`config.mk`:
```
export PLATFORM = sky130hd
export DESIGN_NAME = sspl_link
export DESIGN_NICKNAME = d
export VERILOG_FILES = /design/src/logic/sspl_link.v
export VERILOG_INCLUDE_DIRS = /design/src /design/src/logic
export SDC_FILE = /design/constraint.sdc
export NUM_CORES = 1
export LEC_CHECK = 0
export BUFFER_PORTS_ARGS = -buffer_cell sky130_fd_sc_hd__buf_2
export CAP_MARGIN = 20
export CORE_MARGIN = 5
export CORE_UTILIZATION = 40
export DETAILED_ROUTE_END_ITERATION = 16
export PLACE_DENSITY = 0.59
export SLEW_MARGIN = 20
export SYNTH_ARGS = -nofsm -noshare
export SYNTH_HDL_FRONTEND = slang
export SYNTH_SLANG_ARGS = --single-unit
```
`constraint.sdc`:
```
create_clock -name clk -period 5.2 [get_ports clk]
set_clock_uncertainty 0.15 [all_clocks]
set_input_delay 1.04 -clock clk [delete_from_list [all_inputs] [get_ports clk]]
set_output_delay 1.04 -clock clk [all_outputs]
set_load 0.02 [all_outputs]
```
`src/logic/sspl_defs.vh`:
```
// constants of the start-stop serial parity link
// How it works
// - serial traffic only while the busy handshake level is 1
// - handshake bit 0 is busy input from receiver, bit 1 our busy output
// - start bit: latch drives line low for one bit-timer period
// - after start shift nine bits: eight data then parity in acknowledge slot
// - stop bits driven high by setting the latch on bit-timer ticks
// - after second stop bit, serial operation is switched off then on
// - parity 1 blocks normal end detection, so the restart is mandatory
// - reception starts on falling rx edge input confirmed by line test
// - start check: pin to input, sample, load shift buffer, pin to output
// - receiver shifts in eight data bits, parity from acknowledge slot
// - each stop-bit tick samples the line, low sets stop-bit error
// - parity select set means odd parity, clear means even, both directions
// - parity mismatch or overrun raises an error flag
// - completion flag set when a received character ends with good parity and stop bits, byte kept for user
// - bit timer gives 9600 bps, compare 54 on 1.05 MHz count clock; the timer here counts 25 MHz / 9600 clocks per bit instead
// - init order: latch 1, release trigger 1, then latch 0
// - receive start: direction flag 0, busy output inverted, then arm edge
// - edge detection falling only, mode register all zeros
`ifndef SSPL_DEFS_VH
`define SSPL_DEFS_VH
`define SSPL_CLK_HZ        25000000
`define SSPL_BAUD          9600
`define SSPL_CNT_CLK_HZ    1050000
`define SSPL_CMP_VAL       54
// cycles per bit: 25 MHz / 9600, rounded down
`define SSPL_BIT_CYC       (`SSPL_CLK_HZ / `SSPL_BAUD)
`define SSPL_EDGE_MODE     8'h00
`define SSPL_DATA_BITS     8
`define SSPL_STOP_BITS     2
`endif

```
`src/logic/sspl_link.v`:
```
// start-stop serial parity link transceiver, device end
`include "sspl_defs.vh"
module sspl_link #(
   parameter BIT_CYC = `SSPL_BIT_CYC
) (
   input  wire       clk,
   input  wire       rst_b,
   input  wire       line_in,          // serial_data_line level from pin
   output reg        line_out,
   output reg        line_oe,
   input  wire       busy_in,          // handshake bit 0
   output reg        busy_out,         // handshake bit 1
   input  wire       rx_start_edge_input,
   input  wire       parity_odd,
   input  wire [7:0] tx_data,
   input  wire       tx_start,         // pulse
   input  wire       rx_arm,           // pulse
   input  wire [7:0] edge_mode_select,
   output reg  [7:0] rx_data_reg,
   output reg        rx_done_reg,
   output reg        parity_error_flag,
   output reg        stop_bit_error_flag,
   output reg        overrun_error_reg,
   output reg        parity_bit_store,
   output reg        direction_flag,
   output reg        tx_busy_reg,
   output reg        serial_restart_reg
);

   // one-hot sequencer states
   localparam S_INIT1 = 9'h001;
   localparam S_INIT2 = 9'h002;
   localparam S_INIT3 = 9'h004;
   localparam S_IDLE  = 9'h008;
   localparam S_TXS   = 9'h010;
   localparam S_TXD   = 9'h020;
   localparam S_RXW   = 9'h040;
   localparam S_RXD   = 9'h080;
   localparam S_STOP  = 9'h100;

   // bit-period figures, cut to the timer width on purpose
   localparam [31:0] BIT_CYC_W = BIT_CYC;
   localparam [15:0] BIT_LAST  = BIT_CYC_W[15:0] - 16'h0001;
   localparam [15:0] BIT_HALF  = {1'b0, BIT_CYC_W[15:1]};

   // sequencer, timer and shift state
   reg  [8:0]  state_reg;
   reg  [8:0]  state_next;
   reg  [15:0] tmr_reg;
   reg  [15:0] tmr_next;
   reg  [3:0]  bit_reg;
   reg  [3:0]  bit_next;
   reg  [7:0]  serial_shift_buffer;
   reg  [7:0]  serial_shift_buffer_next;
   reg         bus_release_trigger;
   reg         bus_release_trigger_next;
   reg         armed_reg;
   reg         armed_next;

   // next values of the registered outputs
   reg         line_out_next;
   reg         line_oe_next;
   reg         busy_out_next;
   reg  [7:0]  rx_data_next;
   reg         rx_done_next;
   reg         parity_error_flag_next;
   reg         stop_bit_error_flag_next;
   reg         overrun_error_next;
   reg         parity_bit_store_next;
   reg         direction_flag_next;
   reg         tx_busy_next;
   reg         serial_restart_next;

   // pin synchronisers; the third edge stage only keeps the previous level
   reg         rx_s1;
   reg         rx_s2;
   reg         rx_s3;
   reg         ln_s1;
   reg         ln_s2;
   reg         bz_s1;
   reg         bz_s2;

   // decoded conditions
   wire        tick;
   wire        edge_ok;
   wire        fall;
   wire        rx_par;

   // odd parity seeds the xor with 1 so data plus parity has odd weight
   function par;
      input [7:0] d;
      input       odd;
      begin
         par = ^d ^ odd;
      end
   endfunction

   // bit timer enable pulse, one clock wide; a mode other than zero masks edges
   assign tick    = (tmr_reg == BIT_LAST);
   assign edge_ok = (edge_mode_select == `SSPL_EDGE_MODE);
   assign fall    = rx_s3 & ~rx_s2 & edge_ok;
   assign rx_par  = par(serial_shift_buffer, parity_odd);

   // two flip-flops per pin before any logic reads it
   always @(posedge clk or negedge rst_b) begin
      if (!rst_b) begin
         rx_s1 <= 1'b1;
         rx_s2 <= 1'b1;
         rx_s3 <= 1'b1;
         ln_s1 <= 1'b1;
         ln_s2 <= 1'b1;
         bz_s1 <= 1'b0;
         bz_s2 <= 1'b0;
      end else begin
         rx_s1 <= rx_start_edge_input;
         rx_s2 <= rx_s1;
         rx_s3 <= rx_s2;
         ln_s1 <= line_in;
         ln_s2 <= ln_s1;
         bz_s1 <= busy_in;
         bz_s2 <= bz_s1;
      end
   end

   // next-state logic; every register except the running timer and the restart pulse holds unless a branch says otherwise
   always @* begin
      state_next               = state_reg;
      tmr_next                 = tick ? 16'h0000 : tmr_reg + 16'h0001;
      bit_next                 = bit_reg;
      serial_shift_buffer_next = serial_shift_buffer;
      bus_release_trigger_next = bus_release_trigger;
      armed_next               = armed_reg;
      line_out_next            = line_out;
      line_oe_next             = line_oe;
      busy_out_next            = busy_out;
      rx_data_next             = rx_data_reg;
      rx_done_next             = rx_done_reg;
      parity_error_flag_next   = parity_error_flag;
      stop_bit_error_flag_next = stop_bit_error_flag;
      overrun_error_next       = overrun_error_reg;
      parity_bit_store_next    = parity_bit_store;
      direction_flag_next      = direction_flag;
      tx_busy_next             = tx_busy_reg;
      serial_restart_next      = 1'b0;

      // arming comes first so an error seen in the same cycle still wins
      if (rx_arm) begin
         direction_flag_next      = 1'b0;
         busy_out_next            = ~busy_out;
         armed_next               = ~busy_out;
         parity_error_flag_next   = 1'b0;
         stop_bit_error_flag_next = 1'b0;
      end

      case (state_reg)
         // pin set-up: latch high, release trigger, then latch cleared
         S_INIT1: begin
            line_out_next = 1'b1;
            line_oe_next  = 1'b1;
            state_next    = S_INIT2;
         end
         S_INIT2: begin
            bus_release_trigger_next = 1'b1;
            state_next               = S_INIT3;
         end
         // the pin is let go while its latch is low, so the line shows no dip
         S_INIT3: begin
            if (bus_release_trigger) begin
               line_out_next            = 1'b0;
               line_oe_next             = 1'b0;
               bus_release_trigger_next = 1'b0;
               state_next               = S_IDLE;
            end
         end
         // idle: the line is held high, a send is taken only while the far end's busy is high
         S_IDLE: begin
            line_out_next = 1'b1;
            line_oe_next  = 1'b1;
            if (tx_start && bz_s2) begin
               direction_flag_next      = 1'b1;
               tx_busy_next             = 1'b1;
               serial_shift_buffer_next = tx_data;
               parity_bit_store_next    = par(tx_data, parity_odd);
               line_out_next            = 1'b0;
               tmr_next                 = 16'h0000;
               state_next               = S_TXS;
            end else if (armed_reg && fall) begin
               line_oe_next = 1'b0;
               tmr_next     = 16'h0000;
               state_next   = S_RXW;
            end
         end
         // start bit stands one full period, then the first data bit
         S_TXS: begin
            if (tick) begin
               line_out_next            = serial_shift_buffer[0];
               serial_shift_buffer_next = {1'b0, serial_shift_buffer[7:1]};
               bit_next                 = 4'h1;
               state_next               = S_TXD;
            end
         end
         // seven more data bits, parity in the ninth slot, then first stop
         S_TXD: begin
            if (tick) begin
               if (bit_reg < 4'h8) begin
                  line_out_next            = serial_shift_buffer[0];
                  serial_shift_buffer_next = {1'b0, serial_shift_buffer[7:1]};
                  bit_next                 = bit_reg + 4'h1;
               end else if (bit_reg == 4'h8) begin
                  line_out_next = parity_bit_store;
                  bit_next      = 4'h9;
               end else begin
                  line_out_next = 1'b1;
                  bit_next      = 4'h0;
                  state_next    = S_STOP;
               end
            end
         end
         // mid-start test rejects glitches; the pin goes back to output after
         S_RXW: begin
            if (tmr_reg == BIT_HALF) begin
               line_oe_next = 1'b1;
               if (!ln_s2) begin
                  serial_shift_buffer_next = 8'hFF;
                  bit_next                 = 4'h0;
                  tmr_next                 = 16'h0000;
                  state_next               = S_RXD;
               end else begin
                  state_next = S_IDLE;
               end
            end
         end
         // timer restarted at mid-start, so each tick falls in a bit's middle
         S_RXD: begin
            if (tick) begin
               if (bit_reg < 4'h8) begin
                  serial_shift_buffer_next = {ln_s2, serial_shift_buffer[7:1]};
               end else begin
                  parity_bit_store_next = ln_s2;
                  state_next            = S_STOP;
               end
               bit_next = bit_reg + 4'h1;
            end
         end
         // two stop periods in either direction, then the serial restart
         S_STOP: begin
            if (tick) begin
               if (direction_flag) begin
                  line_out_next = 1'b1;
               end else if (!ln_s2) begin
                  stop_bit_error_flag_next = 1'b1;
               end
               if (bit_reg == 4'h0 && direction_flag) begin
                  bit_next = 4'h1;
               end else if (bit_reg == 4'h9 && !direction_flag) begin
                  bit_next = 4'hA;
               end else begin
                  // a parity of 1 hides the normal end, so always restart
                  serial_restart_next = 1'b1;
                  tx_busy_next        = 1'b0;
                  line_oe_next        = 1'b1;
                  if (!direction_flag) begin
                     if (rx_done_reg) begin
                        overrun_error_next = 1'b1;
                     end
                     rx_data_next = serial_shift_buffer;
                     if (rx_par != parity_bit_store) begin
                        parity_error_flag_next = 1'b1;
                     end else if (ln_s2 && !stop_bit_error_flag) begin
                        rx_done_next = 1'b1;
                     end
                  end
                  state_next = S_INIT1;
               end
            end
         end
         default: begin
            state_next = S_INIT1;
         end
      endcase
   end

   // state and output registers; outputs come straight from these flops
   always @(posedge clk or negedge rst_b) begin
      if (!rst_b) begin
         state_reg           <= S_INIT1;
         tmr_reg             <= 16'h0000;
         bit_reg             <= 4'h0;
         serial_shift_buffer <= 8'h00;
         bus_release_trigger <= 1'b0;
         armed_reg           <= 1'b0;
         line_out            <= 1'b1;
         line_oe             <= 1'b1;
         busy_out            <= 1'b0;
         rx_data_reg         <= 8'h00;
         rx_done_reg         <= 1'b0;
         parity_error_flag   <= 1'b0;
         stop_bit_error_flag <= 1'b0;
         overrun_error_reg   <= 1'b0;
         parity_bit_store    <= 1'b0;
         direction_flag      <= 1'b0;
         tx_busy_reg         <= 1'b0;
         serial_restart_reg  <= 1'b0;
      end else begin
         state_reg           <= state_next;
         tmr_reg             <= tmr_next;
         bit_reg             <= bit_next;
         serial_shift_buffer <= serial_shift_buffer_next;
         bus_release_trigger <= bus_release_trigger_next;
         armed_reg           <= armed_next;
         line_out            <= line_out_next;
         line_oe             <= line_oe_next;
         busy_out            <= busy_out_next;
         rx_data_reg         <= rx_data_next;
         rx_done_reg         <= rx_done_next;
         parity_error_flag   <= parity_error_flag_next;
         stop_bit_error_flag <= stop_bit_error_flag_next;
         overrun_error_reg   <= overrun_error_next;
         parity_bit_store    <= parity_bit_store_next;
         direction_flag      <= direction_flag_next;
         tx_busy_reg         <= tx_busy_next;
         serial_restart_reg  <= serial_restart_next;
      end
   end

   // note: done and overrun stay set until reset; only the parity and stop-bit error flags clear on arm
   // note: a send and a receive start in the same idle cycle: the send is taken
   // and start edges are ignored until the link is back in idle
endmodule // sspl_link

```
## Word level (Yosys, flattened, before mapping)

Cells that the tools add are included.

- Bits of input ports: 24
- RAM bits: 0
- Bits in registers: 64
- Output and inout port bits: 19
- Bits in read-only memories: 0
- Word-level logic and storage cells: 183
- Latch bits: 0
- Memories kept: 0

- Reduce and logical (&&, ||, !) cells: 28
- Eq/ne operators: 32
- Divide/modulo/power cells: 0
- Multiply operators: 0
- Bitwise operators: 10
- Mux-type cells: 86
- Add/subtract/negate cells: 2
- $lt $le $gt $ge: 1
- Shift-type cells: 0

Operators by type and width:

| cell | number |
|---|---|
| $mux W9 | 13 |
| $pmux W9 S9 | 1 |
| $mux W16 | 5 |
| $mux W8 | 9 |
| $mux W1 | 40 |
| $mux W4 | 10 |
| $pmux W8 S5 | 1 |
| $ne A2 B2 Y1 const B | 16 |
| $pmux W16 S2 | 1 |
| $pmux W4 S5 | 1 |
| $reduce_and A6 Y1 | 3 |
| $add A16 B1 Y16 const B | 1 |
| $eq A16 B11 Y1 const B | 1 |
| $eq A16 B12 Y1 const B | 1 |
| $reduce_xor A8 Y1 | 2 |
| $reduce_bool A5 Y1 | 3 |
| $reduce_and A12 Y1 | 1 |
| $reduce_and A5 Y1 | 2 |
| $eq A9 B1 Y1 const B | 1 |
| $eq A9 B2 Y1 const B | 1 |
| $eq A9 B3 Y1 const B | 1 |
| $eq A9 B4 Y1 const B | 1 |
| $eq A9 B5 Y1 const B | 1 |
| $eq A9 B6 Y1 const B | 1 |
| other kinds (24) | 42 |

## Depth between registers and ports, before layout

Gate-level depths: netlist (run 1).

- Depth after elaboration: 9
- Gate-level depth with buffers: 9
- Depth with buffers taken out: 8

## Least setup slack after synthesis (run 1)

Ideal clock, no wire load.

- Path type: flip-flop to flip-flop
- Start: reg state_reg[4]
- End: reg serial_shift_buffer[0]
- Library setup time: 0.125 ns
- Path buffers: 1
- Cell stages (with the launch flop): 6
- Data required time: 4.925 ns
- Slack: 2.601 ns
- Data arrival time: 2.324 ns
- Period minus slack after synthesis: 2.599 ns
- Cells stage by stage: dfrtp_1 buf_6 or4_4 or4b_4 a221oi_4 mux2_2

- Longest elaborated chain between the ends: 3
- Elaborated cells on any way between the ends: 16
- Classes of those cells: eq/ne: 13; mux: 1; reduce/logical: 2

RTL lines:

| element | RTL line | text |
|---|---|---|
| start, declared | sspl_link.v:47 | `reg [8:0] state_reg;` |
| start signal, assigned | sspl_link.v:305 | `state_reg <= state_next;` |
| $eq A9 B8 Y1 (tied with other cells) | sspl_link.v:155 | `case (state_reg)` |
| $reduce_bool A5 Y1 (no line) or $ne A2 B2 Y1 (tied branches) | n/a |  |
| $reduce_and A9 Y1 (no line) | n/a |  |
| end signal, assigned | sspl_link.v:308 | `serial_shift_buffer <= serial_shift_buffer_next;` |
| end, declared | sspl_link.v:53 | `reg [7:0] serial_shift_buffer;` |

Several ways; a longest one is shown, not always the timed one.
A chain may end at the register's enable or synchronous reset.

## Worst setup path after layout (run 1)

- Start: reg state_reg[1]
- End: reg tmr_reg[12]

- Longest elaborated chain between the ends: 2
- Elaborated cells on any way between the ends: 3
- Classes of those cells: eq/ne: 2; mux: 1

RTL lines:

| element | RTL line | text |
|---|---|---|
| $eq A9 B7 Y1 or $eq A9 B4 Y1 (tied branches) | sspl_link.v:155 |  |
| $pmux W16 S2 (*) | sspl_link.v:155 |  |
| net tmr_next[12] | sspl_link.v:50 | `reg [15:0] tmr_next;` |
| end signal, assigned | sspl_link.v:306 | `tmr_reg <= tmr_next;` |
| end, declared | sspl_link.v:49 | `reg [15:0] tmr_reg;` |

Mark *: on every way through the listed nets, which the timed path passes. The rest lies on a longest branch.

==> results of run 1 <==
per-layer routing:
layer | track usage | vias up | part of all wire
met5 | 0 | - | 0
met4 | 0.08048 | 0 | 0.033
met3 | 0.03764 | 28 | 0.060
met2 | 0.2543 | 114 | 0.45
met1 | 0.2189 | 1495 | 0.46
li1 | - | 1471 | -
cells by family after synthesis:
logic type	Yosys count	synth area share
simple gates	166	0.2391
compound gates	70	0.1250
flops	64	0.4350
xor+xnor	37	0.08747
buf+inv	32	0.03614
mux	20	0.06045
fa+ha+maj	5	0.01689
report_power, final:
| group | leakage, uW | switching [uW] | internal (uW) | total, uW |
|---|---|---|---|---|
| Sequential | 0.000829 | 5.29 | 506 | 511 |
| Clock | 0.0000907 | 213 | 235 | 448 |
| Combinational | 0.000973 | 30.4 | 23.6 | 54.0 |
worst paths after layout:
check | startpoint | depth (start not counted) | to
min in group asynchronous | rst_b | 2 | bz_s1
worst max register to register | state_reg[1] | 6 | tmr_reg[12]
worst max-delay path | state_reg[1] | 6 | tmr_reg[12]
worst min register to register | ln_s1 | 0 | ln_s2
worst min-delay path | ln_s1 | 0 | ln_s2
max in group asynchronous | rst_b | 2 | tmr_reg[10]
cell type report:
| cell class | count | area, um^2 |
|---|---|---|
| fill | 884 | 4962 |
| multi-input combinational | 298 | 1963 |
| sequential | 64 | 1612 |
| timing repair buffer | 43 | 217.7 |
| tap | 111 | 138.9 |
| clock buffer | 10 | 137.6 |
| clock inverter | 6 | 68.82 |
| inverter | 14 | 52.55 |
worst max-delay path: stages, from the launching register on:
cell      delay [ps]
dfrtp_1          490
nor4_1           650
and3_1           620
o21ai_0          360
o211ai_1         180
nand2_1          360
nor2_1           210
metrics by stage:
| stage | power (uW) | utilization | setup WS [ps] |
|---|---|---|---|
| after global placement | 575.8 | 0.4349 | 2060 |
| after detailed placement | 576.5 | 0.4349 | 2027 |
| after floorplan | 546.4 | - | 2601 |
| final | 1014 | 0.4578 | 2089 |
| after global routing | 1059 | 0.4578 | 1857 |
| after CTS | 1027 | 0.4574 | 2012 |
placed cells by master, fill, tap and decap left out, drive strengths merged, types with 4 or more instances in the layout:
cell type,Yosys,routed
ha,5,5
xor2,11,11
nand2,25,25
nand2b,6,6
nor3,8,8
buf,6,43
o21ai,19,19
inv,14,14
clkinvlp,0,4
nor2,53,53
clkbuf,12,10
mux2,19,19
nor4b,8,8
dfrtp,56,56
nor3b,4,4
dfstp,8,8
nor4,8,8
nand4,7,7
nand3,17,17
o31ai,5,5
and2,4,4
a21oi,21,21
nand3b,6,6
xnor2,26,26
o21a,5,5
==> metrics, run 1 <==
post-route clock period utilization 0.5983; count leader, synth dfrtp_1; via count 3108; Unique masters post-synth 58; layout cell share with drive strength beyond 1 0.2230; largest net degree at the start of global routing 65; syn_area_per_cell 9.403 um^2; DRT iter0 DRCs 324; final worst path period need 3111 ps; Row Count 35; Routed WL per cell 16.32 um; slew of the pin with the lowest slew margin 901.6 ps; total gr overflow 0; Crit. End Element register; drt drc 0; CTS hold repair buffers 0; CP Launch Type register; data arrival time of the worst path 3230 ps; Top Ports 43; Finished Cell Area 0.004190 mm^2; dominant synthesized flop cell dfrtp_1; endpoints failing hold 0; synth warn 0; PD cells 241.9 mW/mm^2; fin. max-slew vios 0; list of most frequent post-synthesis cells 56 x dfrtp_1, 53 x nor2_1, 26 x xnor2_1; iteration count of the initial detailed-routing pass 5; Peak supply drop 0.0001239 V; Synth area leaders dfrtp_1 38%, xnor2_1 6.1%, mux2_2 5.8%; CTS tree yes; CTS clock-pin slew for the worst setup and hold paths 80 ps; Max-Cap Viols 0; aggregate global-route resource usage 0.1653; final non-filler cell total 546; leading area contributor after synthesis dfrtp_1; die area 0.01129 mm^2; CTS buffer count 9; initial core utilization 0.4048; critical path required time 5320 ps; FFs w/ async S/R, synth 1.000; CTS root buf clkbuf_8; Fin Hold WS 207.2 ps; Worst-Skew Late Latency 350 ps; CTS sink cnt 64; Crit Path Category register to register; synthesis-to-finish area growth 13.10%; DP Area 0.003980 mm^2; leak pwr 0.001893 uW; post-CTS setup buffers 0; CTS Buffer Depth 2; remaining antenna violation count after routing 0; Cells after Synth 394; vias in the first global route 3074; PostCTS Resize Cnt 0; worst reg-to-reg setup slack 2090 ps; # port buffers 42; setup TNS 0 ps; Die H 106.2 um; Die X 106.2 um; Synth top area share 0.3783; RD Place Congestion 0.8966; Max-slew headroom 0.3934; mapped cell area 0.003705 mm^2; number of synthesized flops with an enable pin 0; max reg flops 16; Hold WC Path Type register to register; DPL Wire Length 6443 um; RSZ-0062 raised after global routing no; register area share after synthesis 0.4350; Crit Path Max Fanout 16; # diodes 0; placed cells 530; initial antenna violation count 0; status finished clean; H-tree depth 3; core area 0.009153 mm^2; FMAX 321.4 MHz; nets 459; first-pass GRT wire length 15020 um; Yosys reg bits 64; Setup-failing EPs final 0; Routed Wire Length 8913 um; Mapped Nets 423; vias per std cell 5.692
(Power assumes the default switching activity.)
==> run 2, diff against run 1 <==
--- a/config.mk
+++ b/config.mk
@@ -11,7 +11,7 @@
 export CORE_MARGIN = 5
 export CORE_UTILIZATION = 40
 export DETAILED_ROUTE_END_ITERATION = 16
-export PLACE_DENSITY = 0.59
+export PLACE_DENSITY = 0.61
 export SLEW_MARGIN = 20
 export SYNTH_ARGS = -nofsm -noshare
 export SYNTH_HDL_FRONTEND = slang
==> constraint.sdc (replaced) <==
create_clock -name clk -period 2.6 [get_ports clk]
set_clock_uncertainty 0.15 [all_clocks]
set_input_delay 0.52 -clock clk [delete_from_list [all_inputs] [get_ports clk]]
set_output_delay 0.52 -clock clk [all_outputs]
set_load 0.02 [all_outputs]
==> run 2 against run 1 <==
  * Maximum frequency up 23%
  * Worst hold slack worse by 180 ps
  * Non-clock buffer count up 40
  * Critical path type unchanged
  * Clock power up 140%
  * Critical path depth down 1
  * Highest routed layer unchanged
==> metrics, run 2 (synthesized netlist as in run 1, its figures left out) <==
initial antenna violation count 0; Row Count 35; uppermost layer routed met4; Finished Cell Area 0.004579 mm^2; CTS root buf clkbuf_8; # diodes 0; critical path required time 2680 ps; DRT met1 WL 4271 um; CP delay by family, top simple AND/OR/NAND/NOR gates; # port buffers 42; synthesis-to-finish area growth 23.61%; Crit Path Category register to register; layout cell share with drive strength beyond 1 0.2947; Die H 106.2 um; Max-Cap Viols 0; Max-slew headroom 0.6314; most frequent cells in the layout 55 x dfrtp_1, 53 x nor2_1, 42 x buf_2, 39 x buf_4, 26 x xnor2_1; Worst-Skew Late Latency 340 ps; data arrival time of the worst path 2610 ps; Slowest cell on crit path or4b_4; CTS clock-pin slew for the worst setup and hold paths 80 ps; Worst path max stage delay 550 ps; DRT iter0 DRCs 332; Peak supply drop 0.0003476 V; final worst path period need 2533 ps; fill count 843; Hold WC Path Type primary input to async pin; fin. max-slew vios 0; commonest non-fill, non-tap cell in the layout dfrtp_1; status finished clean; post-route clock period utilization 0.9744; Routed WL per cell 15.96 um; die area 0.01129 mm^2; initial core utilization 0.4048; Crit Path Max Fanout 8; endpoints failing hold 0; DP Area 0.004305 mm^2; core area 0.009153 mm^2; via count 3228; total gr overflow 0; CTS Buffer Depth 2; nets 499; remaining antenna violation count after routing 0; WP buf/inv 1; Crit. End Element register; vias per std cell 5.509; Top Ports 43; fin util 0.5003; leak pwr 0.002141 uW; aggregate global-route resource usage 0.1727; max reg flops 16; H-tree depth 3; CTS sink cnt 64; Setup-failing EPs final 0; Routed Wire Length 9355 um; FMAX 394.7 MHz; wire length on met3 528 um; slew of the pin with the lowest slew margin 547.1 ps; PD cells 484.7 mW/mm^2; iteration count of the initial detailed-routing pass 4; Die X 106.2 um; RD Place Congestion 0.8966; CP Launch Type register; CTS tree yes; largest net degree at the start of global routing 65; RSZ-0062 raised after global routing no; CP Cell Sequence or4_4, or4b_4, a221oi_4, buf_12, mux2_2; routed wl met2 4306 um; CTS buffer count 9; first-pass GRT wire length 15670 um; vias in the first global route 3190; DPL Wire Length 6982 um; drt drc 0; setup TNS 0 ps
-- run 2: final cells by class --
cell class,instances,area (um^2),area share
inverters,14,52.55,0.01148
well taps,111,138.9,0.03033
clock buffers,10,137.6,0.03005
repair buffers,83,543.0,0.1186
flip-flops and latches,64,1613,0.3522
clock inverters,6,116.4,0.02541
multi-input cells,298,1978,0.4320
-- run 2: per-stage QoR --
step / power (uW) / hold WS (ps) / setup slack, ps / std cells
floorplan: 1093 / 74.41 / 1.264 / 394
global placement: 1154 / 184.8 / 59.55 / 570
detailed placement: 1155 / 184.7 / 0.5536 / 570
CTS: 2244 / 28.95 / 65.27 / 586
global route: 2304 / 39.81 / 4.392 / 586
finish: 2220 / 23.61 / 66.53 / 586
-- run 2: repair_timing --
action,CTS,global route
setup buffers,0,0
hold buffers,0,0
setup endpoints to repair,1,26
gates resized for setup,1,4
gates cloned,0,0
-- run 2: power breakdown --
group / total, uW / internal, uW / switching [uW]
clock: 1090 / 668 / 418
combinational: 111 / 49.5 / 61.6
sequential: 1020 / 1010 / 10.5
-- run 2: final timing paths --
| check | from | end | slack, ps | depth (start not counted) |
|---|---|---|---|---|
| hold reg to reg | rx_s1 | rx_s2 | 210 | 0 |
| min in group clk | rx_start_edge_input | rx_s1 | 120 | 1 |
| hold / removal | rst_b | state_reg[2] | 20 | 2 |
| setup / recovery | state_reg[4] | serial_shift_buffer[4] | 70 | 5 |
| max in group asynchronous | rst_b | line_oe | 1960 | 2 |
| setup reg to reg | state_reg[4] | serial_shift_buffer[4] | 70 | 5 |
-- run 2: per-layer routing --
metal,up-vias,GRT usage
met4,0,0.06383
met2,103,0.2742
met3,23,0.04372
li1,1557,-
met1,1545,0.2273
met5,-,0
